File: src/design/channel_proc_pkg.sv
// Constants shared by the analog channel processing block
package channel_proc_pkg;
   localparam logic [5:0] REG_CODE_WORD = 6'h1F;
   localparam logic [5:0] REG_FEATURE = 6'h20;
   localparam logic [5:0] REG_SCALE_OFFSET = 6'h21;
   localparam logic [5:0] REG_SCALE_GAIN = 6'h22;
   localparam logic [5:0] REG_THRESH_ONE = 6'h23;
   localparam logic [5:0] REG_THRESH_TWO = 6'h24;
   localparam logic [5:0] REG_CUTOFF = 6'h25;

   localparam logic [15:0] FEATURE_RST = 16'h0906;
   localparam logic [15:0] SCALE_OFFSET_RST = 16'h0000;
   localparam logic [15:0] SCALE_GAIN_RST = 16'h0400;
   localparam logic [15:0] THRESH_RST = 16'h0000;
   localparam logic [15:0] CUTOFF_RST = 16'h0100;
   localparam logic [15:0] CODE_WORD_RST = 16'h0000;
   localparam logic [15:0] UNLOCK_CODE = 16'h1235;
   localparam logic [15:0] FACTORY_OFFSET_RST = 16'h0000;
   localparam logic [15:0] FACTORY_GAIN_RST = 16'h2000;
   localparam logic [15:0] UPPER_LIMIT_RST = 16'h0FFF;
   localparam logic [15:0] LOWER_LIMIT_RST = 16'h0000;

   localparam int FB_LOWPASS = 11;
   localparam int FB_THRESH_TWO = 10;
   localparam int FB_THRESH_ONE = 9;
   localparam int FB_RANGE_CLAMP = 8;
   localparam int FB_PACKED = 4;
   localparam int FB_SIGN_MAG = 3;
   localparam int FB_WATCHDOG = 2;
   localparam int FB_FACTORY_OFF = 1;
   localparam int FB_CUSTOM = 0;

   localparam int CTRL_REG_ON = 7;
   localparam int CTRL_WRITE = 6;

   localparam int ST_UNDER = 0;
   localparam int ST_OVER = 1;
   localparam int ST_T1_BELOW = 2;
   localparam int ST_T1_ABOVE = 3;
   localparam int ST_T2_BELOW = 4;
   localparam int ST_T2_ABOVE = 5;
   localparam int ST_WATCHDOG = 6;

   localparam logic [2:0] PK_OK = 3'h0;
   localparam logic [2:0] PK_OVERFLOW = 3'h1;
   localparam logic [2:0] PK_WIRE_BREAK = 3'h3;

   localparam logic [15:0] CUT_CODE_1 = 16'h0100;
   localparam logic [15:0] CUT_CODE_2 = 16'h0200;
   localparam logic [15:0] CUT_CODE_3 = 16'h0300;
   localparam logic [15:0] CUT_CODE_4 = 16'h0400;
   localparam logic [2:0] CUT_SHIFT_1 = 3'h2;
   localparam logic [2:0] CUT_SHIFT_2 = 3'h3;
   localparam logic [2:0] CUT_SHIFT_3 = 3'h4;
   localparam logic [2:0] CUT_SHIFT_4 = 3'h6;

   localparam int CUSTOM_GAIN_FRAC = 10;
   localparam int FACTORY_GAIN_FRAC = 10;

   localparam int CLK_FREQ_HZ = 20000000;
   localparam int WDOG_TIME_MS = 100;
   localparam int WDOG_CYCLES = WDOG_TIME_MS * (CLK_FREQ_HZ / 1000);
endpackage

File: src/design/lowpass_stage.sv
// First-order recursive low-pass stage for one channel
`timescale 1ns/1ps
`default_nettype none
module lowpass_stage #(
   parameter int W = 16
) (
   input wire logic clk_sys_in,
   input wire logic resetn_in,
   input wire logic signed [W-1:0] sample_in,
   input wire logic sample_valid_in,
   input wire logic filter_on_in,
   input wire logic [2:0] shift_in,
   output logic signed [W-1:0] filt_out,
   output logic filt_valid_out
);
   typedef struct packed {
      logic signed [W-1:0] acc;
      logic valid;
      logic primed;
   } lp_state_t;

   lp_state_t st_ff;
   lp_state_t nxt_st;
   logic signed [W:0] diff;

   if (W < 4) begin : g_bad_width
      $error("lowpass_stage: width too small");
   end

   always_comb begin
      nxt_st = st_ff;
      nxt_st.valid = sample_valid_in;
      diff = (W+1)'(sample_in) - (W+1)'(st_ff.acc);
      if (sample_valid_in) begin
         // Bypass also reloads, so enabling later starts without a step
         if (!filter_on_in || shift_in == 3'h0 || !st_ff.primed) begin
            nxt_st.acc = sample_in;
         end else begin
            nxt_st.acc = st_ff.acc + W'(diff >>> shift_in);
         end
         nxt_st.primed = 1'b1;
      end
   end

   always_ff @(posedge clk_sys_in) begin
      if (!resetn_in) begin
         st_ff <= '0;
      end else begin
         st_ff <= nxt_st;
      end
   end

   assign filt_out = st_ff.acc;
   assign filt_valid_out = st_ff.valid;
endmodule // lowpass_stage
`default_nettype wire

File: src/design/analog_channel.sv
// One analog input channel: scaling, limiting, filtering and register access
`timescale 1ns/1ps
`default_nettype none
module analog_channel
   import channel_proc_pkg::*;
#(
   parameter int WDOG_LIMIT = channel_proc_pkg::WDOG_CYCLES,
   parameter bit LIVE_ZERO = 1'b0,
   parameter logic [15:0] FACTORY_OFFSET = channel_proc_pkg::FACTORY_OFFSET_RST,
   parameter logic [15:0] FACTORY_GAIN = channel_proc_pkg::FACTORY_GAIN_RST,
   parameter logic [15:0] UPPER_LIMIT = channel_proc_pkg::UPPER_LIMIT_RST,
   parameter logic [15:0] LOWER_LIMIT = channel_proc_pkg::LOWER_LIMIT_RST
) (
   input wire logic clk_sys_in,
   input wire logic resetn_in,
   input wire logic signed [15:0] sample_in,
   input wire logic sample_valid_in,
   input wire logic [7:0] ctrl_byte_in,
   input wire logic [15:0] host_word_in,
   input wire logic pd_received_in,
   output logic [7:0] status_byte_out,
   output logic [15:0] data_word_out,
   output logic watchdog_expired_out
);
   import channel_proc_pkg::*;

   localparam int WDW = $clog2(WDOG_LIMIT + 1);

   if (WDOG_LIMIT < 2) begin : g_bad_wdog
      $error("analog_channel: watchdog limit too small");
   end
   if (signed'(LOWER_LIMIT) > signed'(UPPER_LIMIT)) begin : g_bad_limits
      $error("analog_channel: lower range limit above upper");
   end

   typedef struct packed {
      logic [15:0] feature;
      logic [15:0] scale_offset;
      logic [15:0] scale_gain;
      logic [15:0] thresh_one;
      logic [15:0] thresh_two;
      logic [15:0] cutoff;
      logic [15:0] code_word;
      logic meas_over;
      logic meas_under;
      logic clamp_over;
      logic clamp_under;
      logic [15:0] pd_word;
      logic [7:0] chan_status;
      logic [7:0] status_out;
      logic [15:0] data_out;
      logic [WDW-1:0] wdog_cnt;
      logic wdog_hit;
   } chan_state_t;

   chan_state_t st_ff;
   chan_state_t nxt_st;

   logic signed [15:0] factory_val;
   logic signed [15:0] custom_val;
   logic signed [15:0] limited_val;
   logic signed [15:0] filt_val;
   logic filt_valid;
   logic [2:0] filt_shift;
   logic filt_on;
   logic [15:0] signed_word;
   logic [15:0] formatted;
   logic [7:0] new_status;
   logic reg_on;
   logic reg_write;
   logic [5:0] reg_num;
   logic unlocked;

   // Saturate a wide intermediate to the 16-bit signed range
   function automatic logic [15:0] sat16(input logic signed [33:0] v);
      logic [15:0] r;
      r = v[15:0];
      if (v > 34'sd32767) begin
         r = 16'h7FFF;
      end else if (v < -34'sd32768) begin
         r = 16'h8000;
      end
      return r;
   endfunction

   // Fixed-point gain then offset, shared by factory and custom scaling
   function automatic logic [15:0] scale16(
      input logic signed [15:0] x,
      input logic signed [15:0] gain,
      input logic signed [15:0] offs,
      input int frac
   );
      logic signed [33:0] p;
      p = 34'(x) * 34'(gain);
      p = p >>> frac;
      p = p + 34'(offs);
      return sat16(p);
   endfunction

   // Raw range tests, shared by the clamp and the packed status flags
   function automatic logic over_range(input logic signed [15:0] v);
      return v > signed'(UPPER_LIMIT);
   endfunction

   function automatic logic under_range(input logic signed [15:0] v);
      return v < signed'(LOWER_LIMIT);
   endfunction

   // Both directions reported; equal to the threshold raises neither
   function automatic logic [1:0] thresh_bits(
      input logic signed [15:0] v,
      input logic [15:0] limit
   );
      logic [1:0] b;
      b[0] = v < signed'(limit);
      b[1] = v > signed'(limit);
      return b;
   endfunction

   function automatic logic [2:0] cut_shift(input logic [15:0] code);
      logic [2:0] s;
      case (code)
         CUT_CODE_1: s = CUT_SHIFT_1;
         CUT_CODE_2: s = CUT_SHIFT_2;
         CUT_CODE_3: s = CUT_SHIFT_3;
         CUT_CODE_4: s = CUT_SHIFT_4;
         default: s = 3'h0;
      endcase
      return s;
   endfunction

   function automatic logic [15:0] reg_read(
      input chan_state_t s,
      input logic [5:0] idx
   );
      logic [15:0] r;
      case (idx)
         REG_CODE_WORD: r = s.code_word;
         REG_FEATURE: r = s.feature;
         REG_SCALE_OFFSET: r = s.scale_offset;
         REG_SCALE_GAIN: r = s.scale_gain;
         REG_THRESH_ONE: r = s.thresh_one;
         REG_THRESH_TWO: r = s.thresh_two;
         REG_CUTOFF: r = s.cutoff;
         default: r = 16'h0000;
      endcase
      return r;
   endfunction

   // Front of the chain, all combinational up to the filter register
   always_comb begin
      if (!st_ff.feature[FB_FACTORY_OFF]) begin
         factory_val = scale16(sample_in, FACTORY_GAIN,
            FACTORY_OFFSET, FACTORY_GAIN_FRAC);
      end else begin
         factory_val = sample_in;
      end
      if (st_ff.feature[FB_CUSTOM]) begin
         custom_val = scale16(factory_val, st_ff.scale_gain,
            st_ff.scale_offset, CUSTOM_GAIN_FRAC);
      end else begin
         custom_val = factory_val;
      end
      limited_val = custom_val;
      if (st_ff.feature[FB_RANGE_CLAMP]) begin
         if (over_range(custom_val)) begin
            limited_val = UPPER_LIMIT;
         end else if (under_range(custom_val)) begin
            limited_val = LOWER_LIMIT;
         end
      end
   end

   // Unknown cut-off codes give shift zero, which bypasses the filter
   assign filt_on = st_ff.feature[FB_LOWPASS];
   assign filt_shift = cut_shift(st_ff.cutoff);

   // Filter sits after the clamp so a spike cannot drag the average
   lowpass_stage #(
      .W(16)
   ) u_lowpass (
      .clk_sys_in(clk_sys_in),
      .resetn_in(resetn_in),
      .sample_in(limited_val),
      .sample_valid_in(sample_valid_in),
      .filter_on_in(filt_on),
      .shift_in(filt_shift),
      .filt_out(filt_val),
      .filt_valid_out(filt_valid)
   );

   // Back of the chain: thresholds and output word
   always_comb begin
      new_status = 8'h00;
      new_status[ST_UNDER] = st_ff.clamp_under;
      new_status[ST_OVER] = st_ff.clamp_over;
      if (st_ff.feature[FB_THRESH_ONE]) begin
         new_status[ST_T1_ABOVE:ST_T1_BELOW] =
            thresh_bits(filt_val, st_ff.thresh_one);
      end
      if (st_ff.feature[FB_THRESH_TWO]) begin
         new_status[ST_T2_ABOVE:ST_T2_BELOW] =
            thresh_bits(filt_val, st_ff.thresh_two);
      end
      signed_word = filt_val;
      if (st_ff.feature[FB_SIGN_MAG] && filt_val[15]) begin
         // Most negative code has no magnitude form and reads as minus zero
         signed_word = {1'b1, 15'(-filt_val)};
      end
      formatted = signed_word;
      if (st_ff.feature[FB_PACKED]) begin
         if (st_ff.meas_over) begin
            formatted = {13'h0000, PK_OVERFLOW};
         end else if (LIVE_ZERO && st_ff.meas_under) begin
            formatted = {13'h0000, PK_WIRE_BREAK};
         end else begin
            formatted = {signed_word[15:3], PK_OK};
         end
      end
   end

   // Control byte decode; the echo answers every access, refused or not
   assign reg_on = ctrl_byte_in[CTRL_REG_ON];
   assign reg_write = reg_on && ctrl_byte_in[CTRL_WRITE];
   assign reg_num = ctrl_byte_in[5:0];
   assign unlocked = st_ff.code_word == UNLOCK_CODE;

   always_comb begin
      nxt_st = st_ff;
      // Range flags travel with the sample into the filter register
      if (sample_valid_in) begin
         nxt_st.meas_over = over_range(custom_val);
         nxt_st.meas_under = under_range(custom_val);
         nxt_st.clamp_over = st_ff.feature[FB_RANGE_CLAMP]
            && over_range(custom_val);
         nxt_st.clamp_under = st_ff.feature[FB_RANGE_CLAMP]
            && under_range(custom_val);
      end
      if (filt_valid) begin
         nxt_st.pd_word = formatted;
         nxt_st.chan_status[5:0] = new_status[5:0];
      end
      // Watchdog restarts on each host process data word
      if (!st_ff.feature[FB_WATCHDOG] || pd_received_in) begin
         nxt_st.wdog_cnt = '0;
         nxt_st.wdog_hit = 1'b0;
      end else if (st_ff.wdog_cnt == WDW'(WDOG_LIMIT - 1)) begin
         nxt_st.wdog_hit = 1'b1;
      end else begin
         nxt_st.wdog_cnt = st_ff.wdog_cnt + WDW'(1);
      end
      nxt_st.chan_status[ST_WATCHDOG] = nxt_st.wdog_hit;
      nxt_st.chan_status[7] = 1'b0;
      // Register writes repeat while the control byte is held; harmless
      if (reg_write) begin
         if (reg_num == REG_CODE_WORD) begin
            nxt_st.code_word = host_word_in;
         end else if (unlocked) begin
            case (reg_num)
               REG_FEATURE: nxt_st.feature = host_word_in;
               REG_SCALE_OFFSET: nxt_st.scale_offset = host_word_in;
               REG_SCALE_GAIN: nxt_st.scale_gain = host_word_in;
               REG_THRESH_ONE: nxt_st.thresh_one = host_word_in;
               REG_THRESH_TWO: nxt_st.thresh_two = host_word_in;
               REG_CUTOFF: nxt_st.cutoff = host_word_in;
               default: nxt_st.code_word = st_ff.code_word;
            endcase
         end
      end
      if (reg_on) begin
         if (reg_write) begin
            nxt_st.status_out = {ctrl_byte_in[7], 1'b0,
               ctrl_byte_in[5:0]};
            nxt_st.data_out = 16'h0000;
         end else begin
            nxt_st.status_out = ctrl_byte_in;
            nxt_st.data_out = reg_read(st_ff, reg_num);
         end
      end else begin
         nxt_st.status_out = nxt_st.chan_status;
         nxt_st.data_out = nxt_st.pd_word;
      end
   end

   // Constants only in reset; the unlock never survives a restart
   always_ff @(posedge clk_sys_in) begin
      if (!resetn_in) begin
         st_ff <= '0;
         st_ff.feature <= FEATURE_RST;
         st_ff.scale_offset <= SCALE_OFFSET_RST;
         st_ff.scale_gain <= SCALE_GAIN_RST;
         st_ff.thresh_one <= THRESH_RST;
         st_ff.thresh_two <= THRESH_RST;
         st_ff.cutoff <= CUTOFF_RST;
         st_ff.code_word <= CODE_WORD_RST;
      end else begin
         st_ff <= nxt_st;
      end
   end

   assign status_byte_out = st_ff.status_out;
   assign data_word_out = st_ff.data_out;
   assign watchdog_expired_out = st_ff.wdog_hit;
endmodule // analog_channel
`default_nettype wire

File: config.mk
export PLATFORM = sky130hd
export DESIGN_NAME = analog_channel
export DESIGN_NICKNAME = d
export VERILOG_FILES = /design/src/design/channel_proc_pkg.sv /design/src/design/lowpass_stage.sv /design/src/design/analog_channel.sv
export SDC_FILE = /design/constraint.sdc
export NUM_CORES = 1
export LEC_CHECK = 0
export BUFFER_PORTS_ARGS = -buffer_cell sky130_fd_sc_hd__buf_2
export CORE_MARGIN = 2
export CORE_UTILIZATION = 65
export CTS_BUF_LIST = sky130_fd_sc_hd__clkbuf_8
export CTS_CLUSTER_SIZE = 16
export DETAILED_ROUTE_END_ITERATION = 10
export PLACE_DENSITY = 0.82
export SLEW_MARGIN = 30
export SYNTH_ARGS = -nofsm -noshare
export SYNTH_HDL_FRONTEND = slang
export SYNTH_SLANG_ARGS = --single-unit
File: constraint.sdc
create_clock -name clk_sys_in -period 31.8 [get_ports clk_sys_in]
set_clock_uncertainty 0.1 [all_clocks]
set_input_delay 3.18 -clock clk_sys_in [delete_from_list [all_inputs] [get_ports clk_sys_in]]
set_output_delay 3.18 -clock clk_sys_in [all_outputs]
set_load 0.02 [all_outputs]
==> results_dict.tcl, run 1 <==
set metrics [dict create \
    post_cts_buffers 0 \
    final_common_cell "inv_1" \
    grt_use_met3 0.0471 \
    postSynthCellCount 2647 \
    fmax_mhz 53.4 \
    drcViolationCount 0 \
    max_stage_delay_ps 830 \
    hold_end "st_ff[78]$_SDFFE_PN0P_" \
    path_max_fanout 22 \
    cts_max_level 1 \
    n_fill_cell 2793 \
    crit_path_start_kind "primary input" \
    synth_edf_count 0 \
    post-route-period-util 0.589 \
    yosysUniqueCellTypes 87 \
    grt_pass1_vias 19300 \
    yosysSeqAreaShare 0.179 \
    total_leakage_power_nw 10.7 \
    crit_arrival_ps 19050 \
    placed_area_mm2 0.0231 \
    hp-class "flop to flop" \
    fin_area_mm2 0.0237 \
    tns_ps 0 \
    min_period_ps 18720 \
    gp_congestion 0.970 \
    reg2reg_slack_ps 16030 \
    final_cell_mix "inv_1, fa_1, nand2_1, nor2_1, dfxtp_1" \
    clk_latency_ps 570 \
    rows 68 \
    hpwl_um 48700 \
    peakVddDrop_v 0.0000324 \
    maxCapViolations 0 \
    cts_repair_resize_count 0 \
    track_usage 0.360 \
    min_from "st_ff[78]$_SDFFE_PN0P_" \
    synthFlopType "dfxtp_1" \
    end_kind "flop" \
    rsz0062_at_grt "false" \
    avgSynthCellArea_um2 8.52 \
    hold_buffers 0 \
    nNetsFinal 3109 \
    clk_pin_slew_worst_paths_ps 60 \
    cts-root-buf "clkbuf_8" \
    yosys_warnings 0 \
    grt-busiest-layer "met2" \
    die-area_mm2 0.0362 \
    drive_gt1_frac 0.0695 \
    dr.first_iter.drc_count 1804 \
    worst_slew_pin_slew_ps 1060 \
    whs_path_depth 2 \
    core-area_mm2 0.0344 \
    wl_per_cell_um 20.4 \
    grt_max_degree 115 \
    dr.pass1.iters 6 \
    r2r_cells 58 \
    rr_startpoint "st_ff[171]$_SDFFE_PN1P_" \
    vias 19100 \
    io_pins 69 \
    cts_tree "built" \
    ys_ff_latch 201 \
    required_ps 32130 \
    ctsLongestPathBuffers 3 \
    dpl_worst_slack_ps 12810 \
    syn_area_mm2 0.0225 \
    ant_nets 0 \
    async_reset_ff_frac 0 \
    routed_wl_um 63400 \
    via_per_inst 6.14 \
    numCtsBuffers 31 \
    numPortBuffers 68 \
    grt_overflow 0 \
    finalPower_mw 0.688 \
    p_per_area_mw_per_mm2 29.0 \
    met1_usage 0.487 \
    postLayoutCoreUtil 0.690 \
    syn_nets 3125 \
    grt_pass1_wl_um 102000 \
    antenna_found_initial 0 \
    r2r-end "u_lowpass.filt_out[14]$_SDFFE_PN0P_" \
    gr-usage-met2 0.586 \
    clkSinkCount 201 \
    maxSlewViolCount 0 \
    relSlewSlack 0.293 \
    die_height_um 190 \
    path_class "primary input to flop" \
    synthToLayoutAreaGrowth_pct 5.15 \
    die_w_um 190 \
    critPathSlowestCell "o21ai_2" \
    setup_viol 0 \
    n_antenna_cell 0 \
    finalHoldViolCount 0 \
    start_util 0.656 \
    outcome "finished clean" \
    fin_ws_ps 13080 \
]
==> cell families after synthesis <==
kind of cell / share of synthesized area
adder cells (fa/ha/maj): 0.329
flip-flops: 0.179
XOR/XNOR: 0.0373
AO/OA/AOI/OAI: 0.135
buffers and inverters: 0.0906
multiplexers: 0.0587
AND/OR/NAND/NOR: 0.171
==> worst max-delay path, delay by kind of cell <==
| family | cells | cell delay [ps] |
|---|---|---|
| AND/OR/NAND/NOR | 9 | 2200 |
| adder cells (fa/ha/maj) | 11 | 4710 |
| buffers and inverters | 6 | 710 |
| AO/OA/AOI/OAI | 31 | 7540 |
| XOR/XNOR | 3 | 490 |
| multiplexers | 1 | 240 |
==> power by group <==
part           leakage [nW]  switching, mW  internal [mW]
logic                  8.68          0.122         0.0769
clock network         0.357         0.0998          0.122
registers              1.63         0.0102          0.257
total                  10.7          0.232          0.456
==> metal layers <==
metal	up-vias	wire length (µm)
met3	212	5500
met5	-	0
met1	9283	25700
met2	912	29200
met4	0	3030
li1	8657	-
==> through the flow <==
step                      instances  hold WS, ps
final                          3104          384
after global routing           3104          404
after CTS                      3104          382
after detailed placement       3053          367
after global placement         3052          360
after floorplan                2647          345
==> synth_stat cells, types with 40 or more instances <==
master,number,area [µm²]
nor3_1,40,200
ha_1,170,2130
clkbuf_1,103,387
nor2_1,252,946
a21oi_1,121,606
inv_1,370,1390
and2_1,132,826
fa_1,264,5290
nand2_1,251,942
dfxtp_1,201,4020
mux2i_1,130,1300
o21ai_0,74,370
xnor2_1,61,534
==> layout make-up <==
class                      count  area [µm²]  area share
tap                          455         569      0.0240
timing repair buffer          92         522      0.0220
multi-input combinational   1931       16600       0.698
inverter                     374        1410      0.0593
clock buffer                  38         523      0.0221
clock inverter                13         104     0.00438
sequential                   201        4030       0.170
==> sequential cells by signal, indices dropped and copies added, names as in the netlist <==
signal	count
status_byte_out	8
filt_on	1
st_ff	155
data_word_out	16
u_lowpass.filt_valid_out	1
new_status	2
u_lowpass.filt_out	16
u_lowpass.st_ff	1
watchdog_expired_out	1
==> worst max path at each step <==
| stage | slack (ps) | start | endpoint | cells after the start |
|---|---|---|---|---|
| global route | 12050 | sample_in[15] | u_lowpass.filt_out[14]$_SDFFE_PN0P_ | 61 |
| floorplan | 15170 | sample_in[15] | u_lowpass.filt_out[14]$_SDFFE_PN0P_ | 65 |
| finish | 13080 | sample_in[15] | u_lowpass.filt_out[14]$_SDFFE_PN0P_ | 61 |
| CTS | 13370 | sample_in[15] | u_lowpass.filt_out[14]$_SDFFE_PN0P_ | 61 |
| global placement | 13210 | sample_in[15] | u_lowpass.filt_out[14]$_SDFFE_PN0P_ | 61 |
| detailed placement | 12810 | sample_in[15] | u_lowpass.filt_out[14]$_SDFFE_PN0P_ | 61 |
Note: power is estimated with default switching activity, not from simulation.
==> run 2, diff against run 1 <==
clock period = 17.26 ns   (was 31.8 ns; I/O delays follow)
==> results_dict.tcl, run 2 (synthesis results as in run 1) <==
set metrics [dict create \
    maxSlewViolCount 0 \
    finalPower_mw 1.28 \
    dp_cells 3064 \
    fin_ws_ps 1120 \
    dr.first_iter.drc_count 1636 \
    required_ps 17580 \
    total_leakage_power_nw 10.7 \
    via_per_inst 6.12 \
    crit_path_start_kind "primary input" \
    grt_overflow 0 \
    clockPowerShare 0.331 \
    dpl_worst_slack_ps 246 \
    startpoint "sample_in[15]" \
    reg2reg_slack_ps 2280 \
    start_util 0.656 \
    dr.pass1.iters 6 \
    cts_tree "built" \
    largest_reg_flops 155 \
    tns_ps 0 \
    ant_nets 0 \
    endpoint "u_lowpass.filt_out[14]$_SDFFE_PN0P_" \
    io_pins 69 \
    placed_area_mm2 0.0231 \
    setup_viol 0 \
    n_fill_cell 2722 \
    p_int_mw 0.846 \
    grt_pass1_wl_um 100000 \
    rsz0062_at_grt "false" \
    hpwl_um 48000 \
    hold_slack_ps 379 \
    vias 19100 \
    nNetsFinal 3124 \
    post-route-period-util 0.935 \
    rows 68 \
    largest_register "st_ff" \
    r2r_cells 57 \
    finalHoldViolCount 0 \
    gp_congestion 0.980 \
    worst_slew_pin_slew_ps 956 \
    path_class "primary input to flop" \
    switchingPower_mw 0.434 \
    min_period_ps 16140 \
    die_w_um 190 \
    clkSinkCount 201 \
    numCtsBuffers 31 \
    fin_area_mm2 0.0239 \
    routed_wl_um 61800 \
    die_height_um 190 \
    outcome "finished clean" \
    path_max_fanout 22 \
    hp-class "flop to flop" \
    postLayoutCoreUtil 0.694 \
    wl_per_cell_um 19.8 \
    cts-root-buf "clkbuf_8" \
    cp_common_cell "fa_1" \
    cts_max_level 1 \
    final_cell_mix "inv_1, fa_1, nand2_1, nor2_1, dfxtp_1" \
    core-area_mm2 0.0344 \
    p_per_area_mw_per_mm2 53.7 \
    numPortBuffers 68 \
    critPathSlowestCell "fa_1" \
    fmax_mhz 62.0 \
    track_usage 0.349 \
    hold_buffers 0 \
    seq_power_share 0.384 \
    combinationalPowerShare 0.285 \
    final_common_cell "inv_1" \
    drive_gt1_frac 0.0779 \
    maxCapViolations 0 \
    final_cell_count_no_fill 3125 \
    switching_share 0.339 \
    end_kind "flop" \
    clk_latency_ps 580 \
    peakVddDrop_v 0.0000659 \
    crit_arrival_ps 16460 \
    synthToLayoutAreaGrowth_pct 5.82 \
    antenna_found_initial 0 \
    rr_startpoint "st_ff[171]$_SDFFE_PN1P_" \
    clk_pin_slew_worst_paths_ps 60 \
    grt_pass1_vias 19500 \
    grt_max_degree 84 \
    r2r-end "u_lowpass.filt_out[14]$_SDFFE_PN0P_" \
    die-area_mm2 0.0362 \
    relSlewSlack 0.362 \
    ctsLongestPathBuffers 3 \
    min_from "st_ff[80]$_SDFFE_PN0P_" \
    drcViolationCount 0 \
    max_stage_delay_ps 560 \
]
run 2: cell types whose count changed in the layout (fill, tap and decap cells not counted), sizes merged:
| cell | previous run | this run |
|---|---|---|
| buf | 92 | 107 |
| bufinv | 2 | 0 |
| clkbuf | 38 | 45 |
| clkinv | 4 | 6 |
| clkinvlp | 0 | 1 |
| diode | 0 | 1 |
| inv | 381 | 378 |
run 2: worst max-delay path: cells and delay by family:
family,cells,cell delay (ps)
fa+ha+maj,12,5270
compound gates,31,6640
buf+inv,5,780
xor+xnor,3,440
simple gates,12,1610
run 2: cell type report:
cell class                      instances  area, µm²  area share
Multi-Input combinational cell       1931      16500       0.694
Sequential cell                       201       4030       0.169
Inverter                              374       1410      0.0590
Timing Repair Buffer                  107        633      0.0265
Clock buffer                           45        619      0.0260
Tap cell                              455        569      0.0239
Clock inverter                         11       50.0     0.00210
Antenna cell                            1       2.50    0.000105
run 2: power groups by stage:
| stage | sequential (mW) | combinational (mW) | clock [mW] |
|---|---|---|---|
| after floorplan | 0.491 | 0.267 | 0 |
| after global placement | 0.501 | 0.344 | 0 |
| after detailed placement | 0.501 | 0.353 | 0 |
| after CTS | 0.491 | 0.355 | 0.423 |
| after global routing | 0.492 | 0.401 | 0.446 |
| final | 0.492 | 0.365 | 0.423 |
run 2: what timing repair did:
item	CTS	global route
setup buffers	0	3
resized for setup	0	6
setup endpoints to repair	0	7
run 2: worst min path at each step:
stage               slack [ps]                               to  cells past startpoint
floorplan                  340           st_ff[76]$_SDFFE_PN0P_                      2
global placement           360  watchdog_expired_out$_SDFF_PN0_                      2
detailed placement         360           st_ff[85]$_SDFFE_PN0P_                      2
CTS                        380           st_ff[89]$_SDFFE_PN0P_                      2
global route               390           st_ff[80]$_SDFFE_PN0P_                      2
finish                     380           st_ff[80]$_SDFFE_PN0P_                      2
run 2: metal layers:
| metal | GRT usage | wire length (µm) | share of wire | vias to the layer above |
|---|---|---|---|---|
| li1 | - | - | - | 8680 |
| met3 | 0.0537 | 5540 | 0.090 | 188 |
| met5 | 0 | 0 | 0 | - |
| met4 | 0.135 | 2700 | 0.044 | 0 |
| met1 | 0.468 | 24900 | 0.40 | 9296 |
| met2 | 0.573 | 28600 | 0.46 | 962 |
==> run 3, diff against run 2 <==
clock period = 15.7 ns   (was 17.26 ns; I/O delays follow)
==> results_dict.tcl, run 3 (synthesis results as in run 1) <==
set metrics [dict create \
    outcome "finished clean" \
    antenna_found_initial 0 \
    largest_reg_flops 155 \
    die_w_um 190 \
    hold_buffers 0 \
    crit_path_start_kind "primary input" \
    end_kind "flop" \
    gp_congestion 1.02 \
    numPortBuffers 68 \
    grt_overflow 0 \
    fmax_mhz 66.3 \
    finalPower_mw 1.43 \
    cts-root-buf "clkbuf_8" \
    wl_per_cell_um 20.7 \
    hold_slack_ps 375 \
    maxSlewViolCount 0 \
    tns_ps 0 \
    post-route-period-util 0.961 \
    grt_max_degree 71 \
    drive_gt1_frac 0.0957 \
    hp-class "flop to flop" \
    final_cell_mix "inv_1, fa_1, nor2_1" \
    drcViolationCount 0 \
    dr.pass1.iters 7 \
    crit_arrival_ps 15430 \
    finalHoldViolCount 0 \
    grt_pass1_vias 19800 \
    hpwl_um 50200 \
    die-area_mm2 0.0362 \
    rr_startpoint "st_ff[171]$_SDFFE_PN1P_" \
    min_from "st_ff[74]$_SDFFE_PN0P_" \
    worst_slew_pin_slew_ps 1000 \
    reg2reg_slack_ps 1330 \
    grt_pass1_wl_um 104000 \
    p_per_area_mw_per_mm2 58.9 \
    die_height_um 190 \
    cts_tree "built" \
    dpl_worst_slack_ps -195 \
    clkSinkCount 201 \
    peakVddDrop_v 0.000100 \
    core-area_mm2 0.0344 \
    io_pins 69 \
    r2r_cells 59 \
    routed_wl_um 65200 \
    synthToLayoutAreaGrowth_pct 8.02 \
    relSlewSlack 0.329 \
    final_common_cell "inv_1" \
    dr.first_iter.drc_count 2004 \
    r2r-end "u_lowpass.filt_out[14]$_SDFFE_PN0P_" \
    fin_ws_ps 610 \
    clk_latency_ps 580 \
    track_usage 0.363 \
    total_leakage_power_nw 10.9 \
    rows 68 \
    maxCapViolations 0 \
    vias 19400 \
    largest_register "st_ff" \
    ant_nets 0 \
    setup_viol 0 \
    required_ps 16040 \
    min_period_ps 15090 \
    startpoint "sample_in[13]" \
    max_stage_delay_ps 560 \
    path_class "primary input to flop" \
    clk_pin_slew_worst_paths_ps 70 \
    cts_max_level 1 \
    ctsLongestPathBuffers 3 \
    path_max_fanout 12 \
    endpoint "u_lowpass.filt_out[14]$_SDFFE_PN0P_" \
    start_util 0.656 \
    via_per_inst 6.15 \
    critPathSlowestCell "fa_1" \
    numCtsBuffers 30 \
    nNetsFinal 3153 \
]
run 3: changes by cell type in the layout (fill, tap and decap cells not counted), sizes merged:
cell,change
inv,+2
clkinvlp,-1
clkbuf,-3
bufinv,+2
buf,+29
clkinv,-2
run 3: worst min path at each step:
stage                             end  slack, ps  cells after the start
3_5_place_dp   st_ff[76]$_SDFFE_PN0P_        360                      2
5_1_grt        st_ff[76]$_SDFFE_PN0P_        400                      2
4_1_cts        st_ff[74]$_SDFFE_PN0P_        370                      2
2_1_floorplan  st_ff[76]$_SDFFE_PN0P_        340                      2
3_3_place_gp   st_ff[89]$_SDFFE_PN0P_        360                      2
6_report       st_ff[74]$_SDFFE_PN0P_        370                      2
run 3: cell type report:
class	count	area (µm²)
antenna	1	2.50
clock buffer	41	564
clock inverter	12	100
fill	2691	10000
inverter	374	1410
multi-input combinational	1931	16700
sequential	201	4030
tap	455	569
timing repair buffer	137	943
run 3: what timing repair did:
item                                    4_1_cts  5_1_grt
endpoints found under the hold margin         0        0
gates resized for setup                       0       44
endpoints found under the setup margin        0       10
setup buffers                                 0       10
run 3: layer usage:
layer,share of wire,track usage,vias up
met5,0,0,-
met2,0.45,0.587,994
met4,0.046,0.138,0
met3,0.095,0.0594,231
li1,-,-,8740
met1,0.40,0.492,9415
run 3: worst max-delay path, delay by kind of cell:
kind | cells | cell delay [ps]
XOR/XNOR | 3 | 460
adder cells (fa/ha/maj) | 11 | 4560
AO/OA/AOI/OAI | 30 | 6000
buffers and inverters | 10 | 1230
AND/OR/NAND/NOR | 13 | 1560
run 3: per-stage QoR:
stage | instance area, µm² | util | cells
2_1_floorplan | 22500 | - | 2647
3_3_place_gp | 23400 | 0.680 | 3087
3_5_place_dp | 23400 | 0.680 | 3088
4_1_cts | 24000 | 0.699 | 3141
5_1_grt | 24300 | 0.708 | 3151
6_report | 24300 | 0.708 | 3152
run 3: where the power goes:
part           switching [mW]  internal, mW
sequential             0.0207         0.520
combinational           0.253         0.169
clock                   0.208         0.263
total                   0.481         0.953
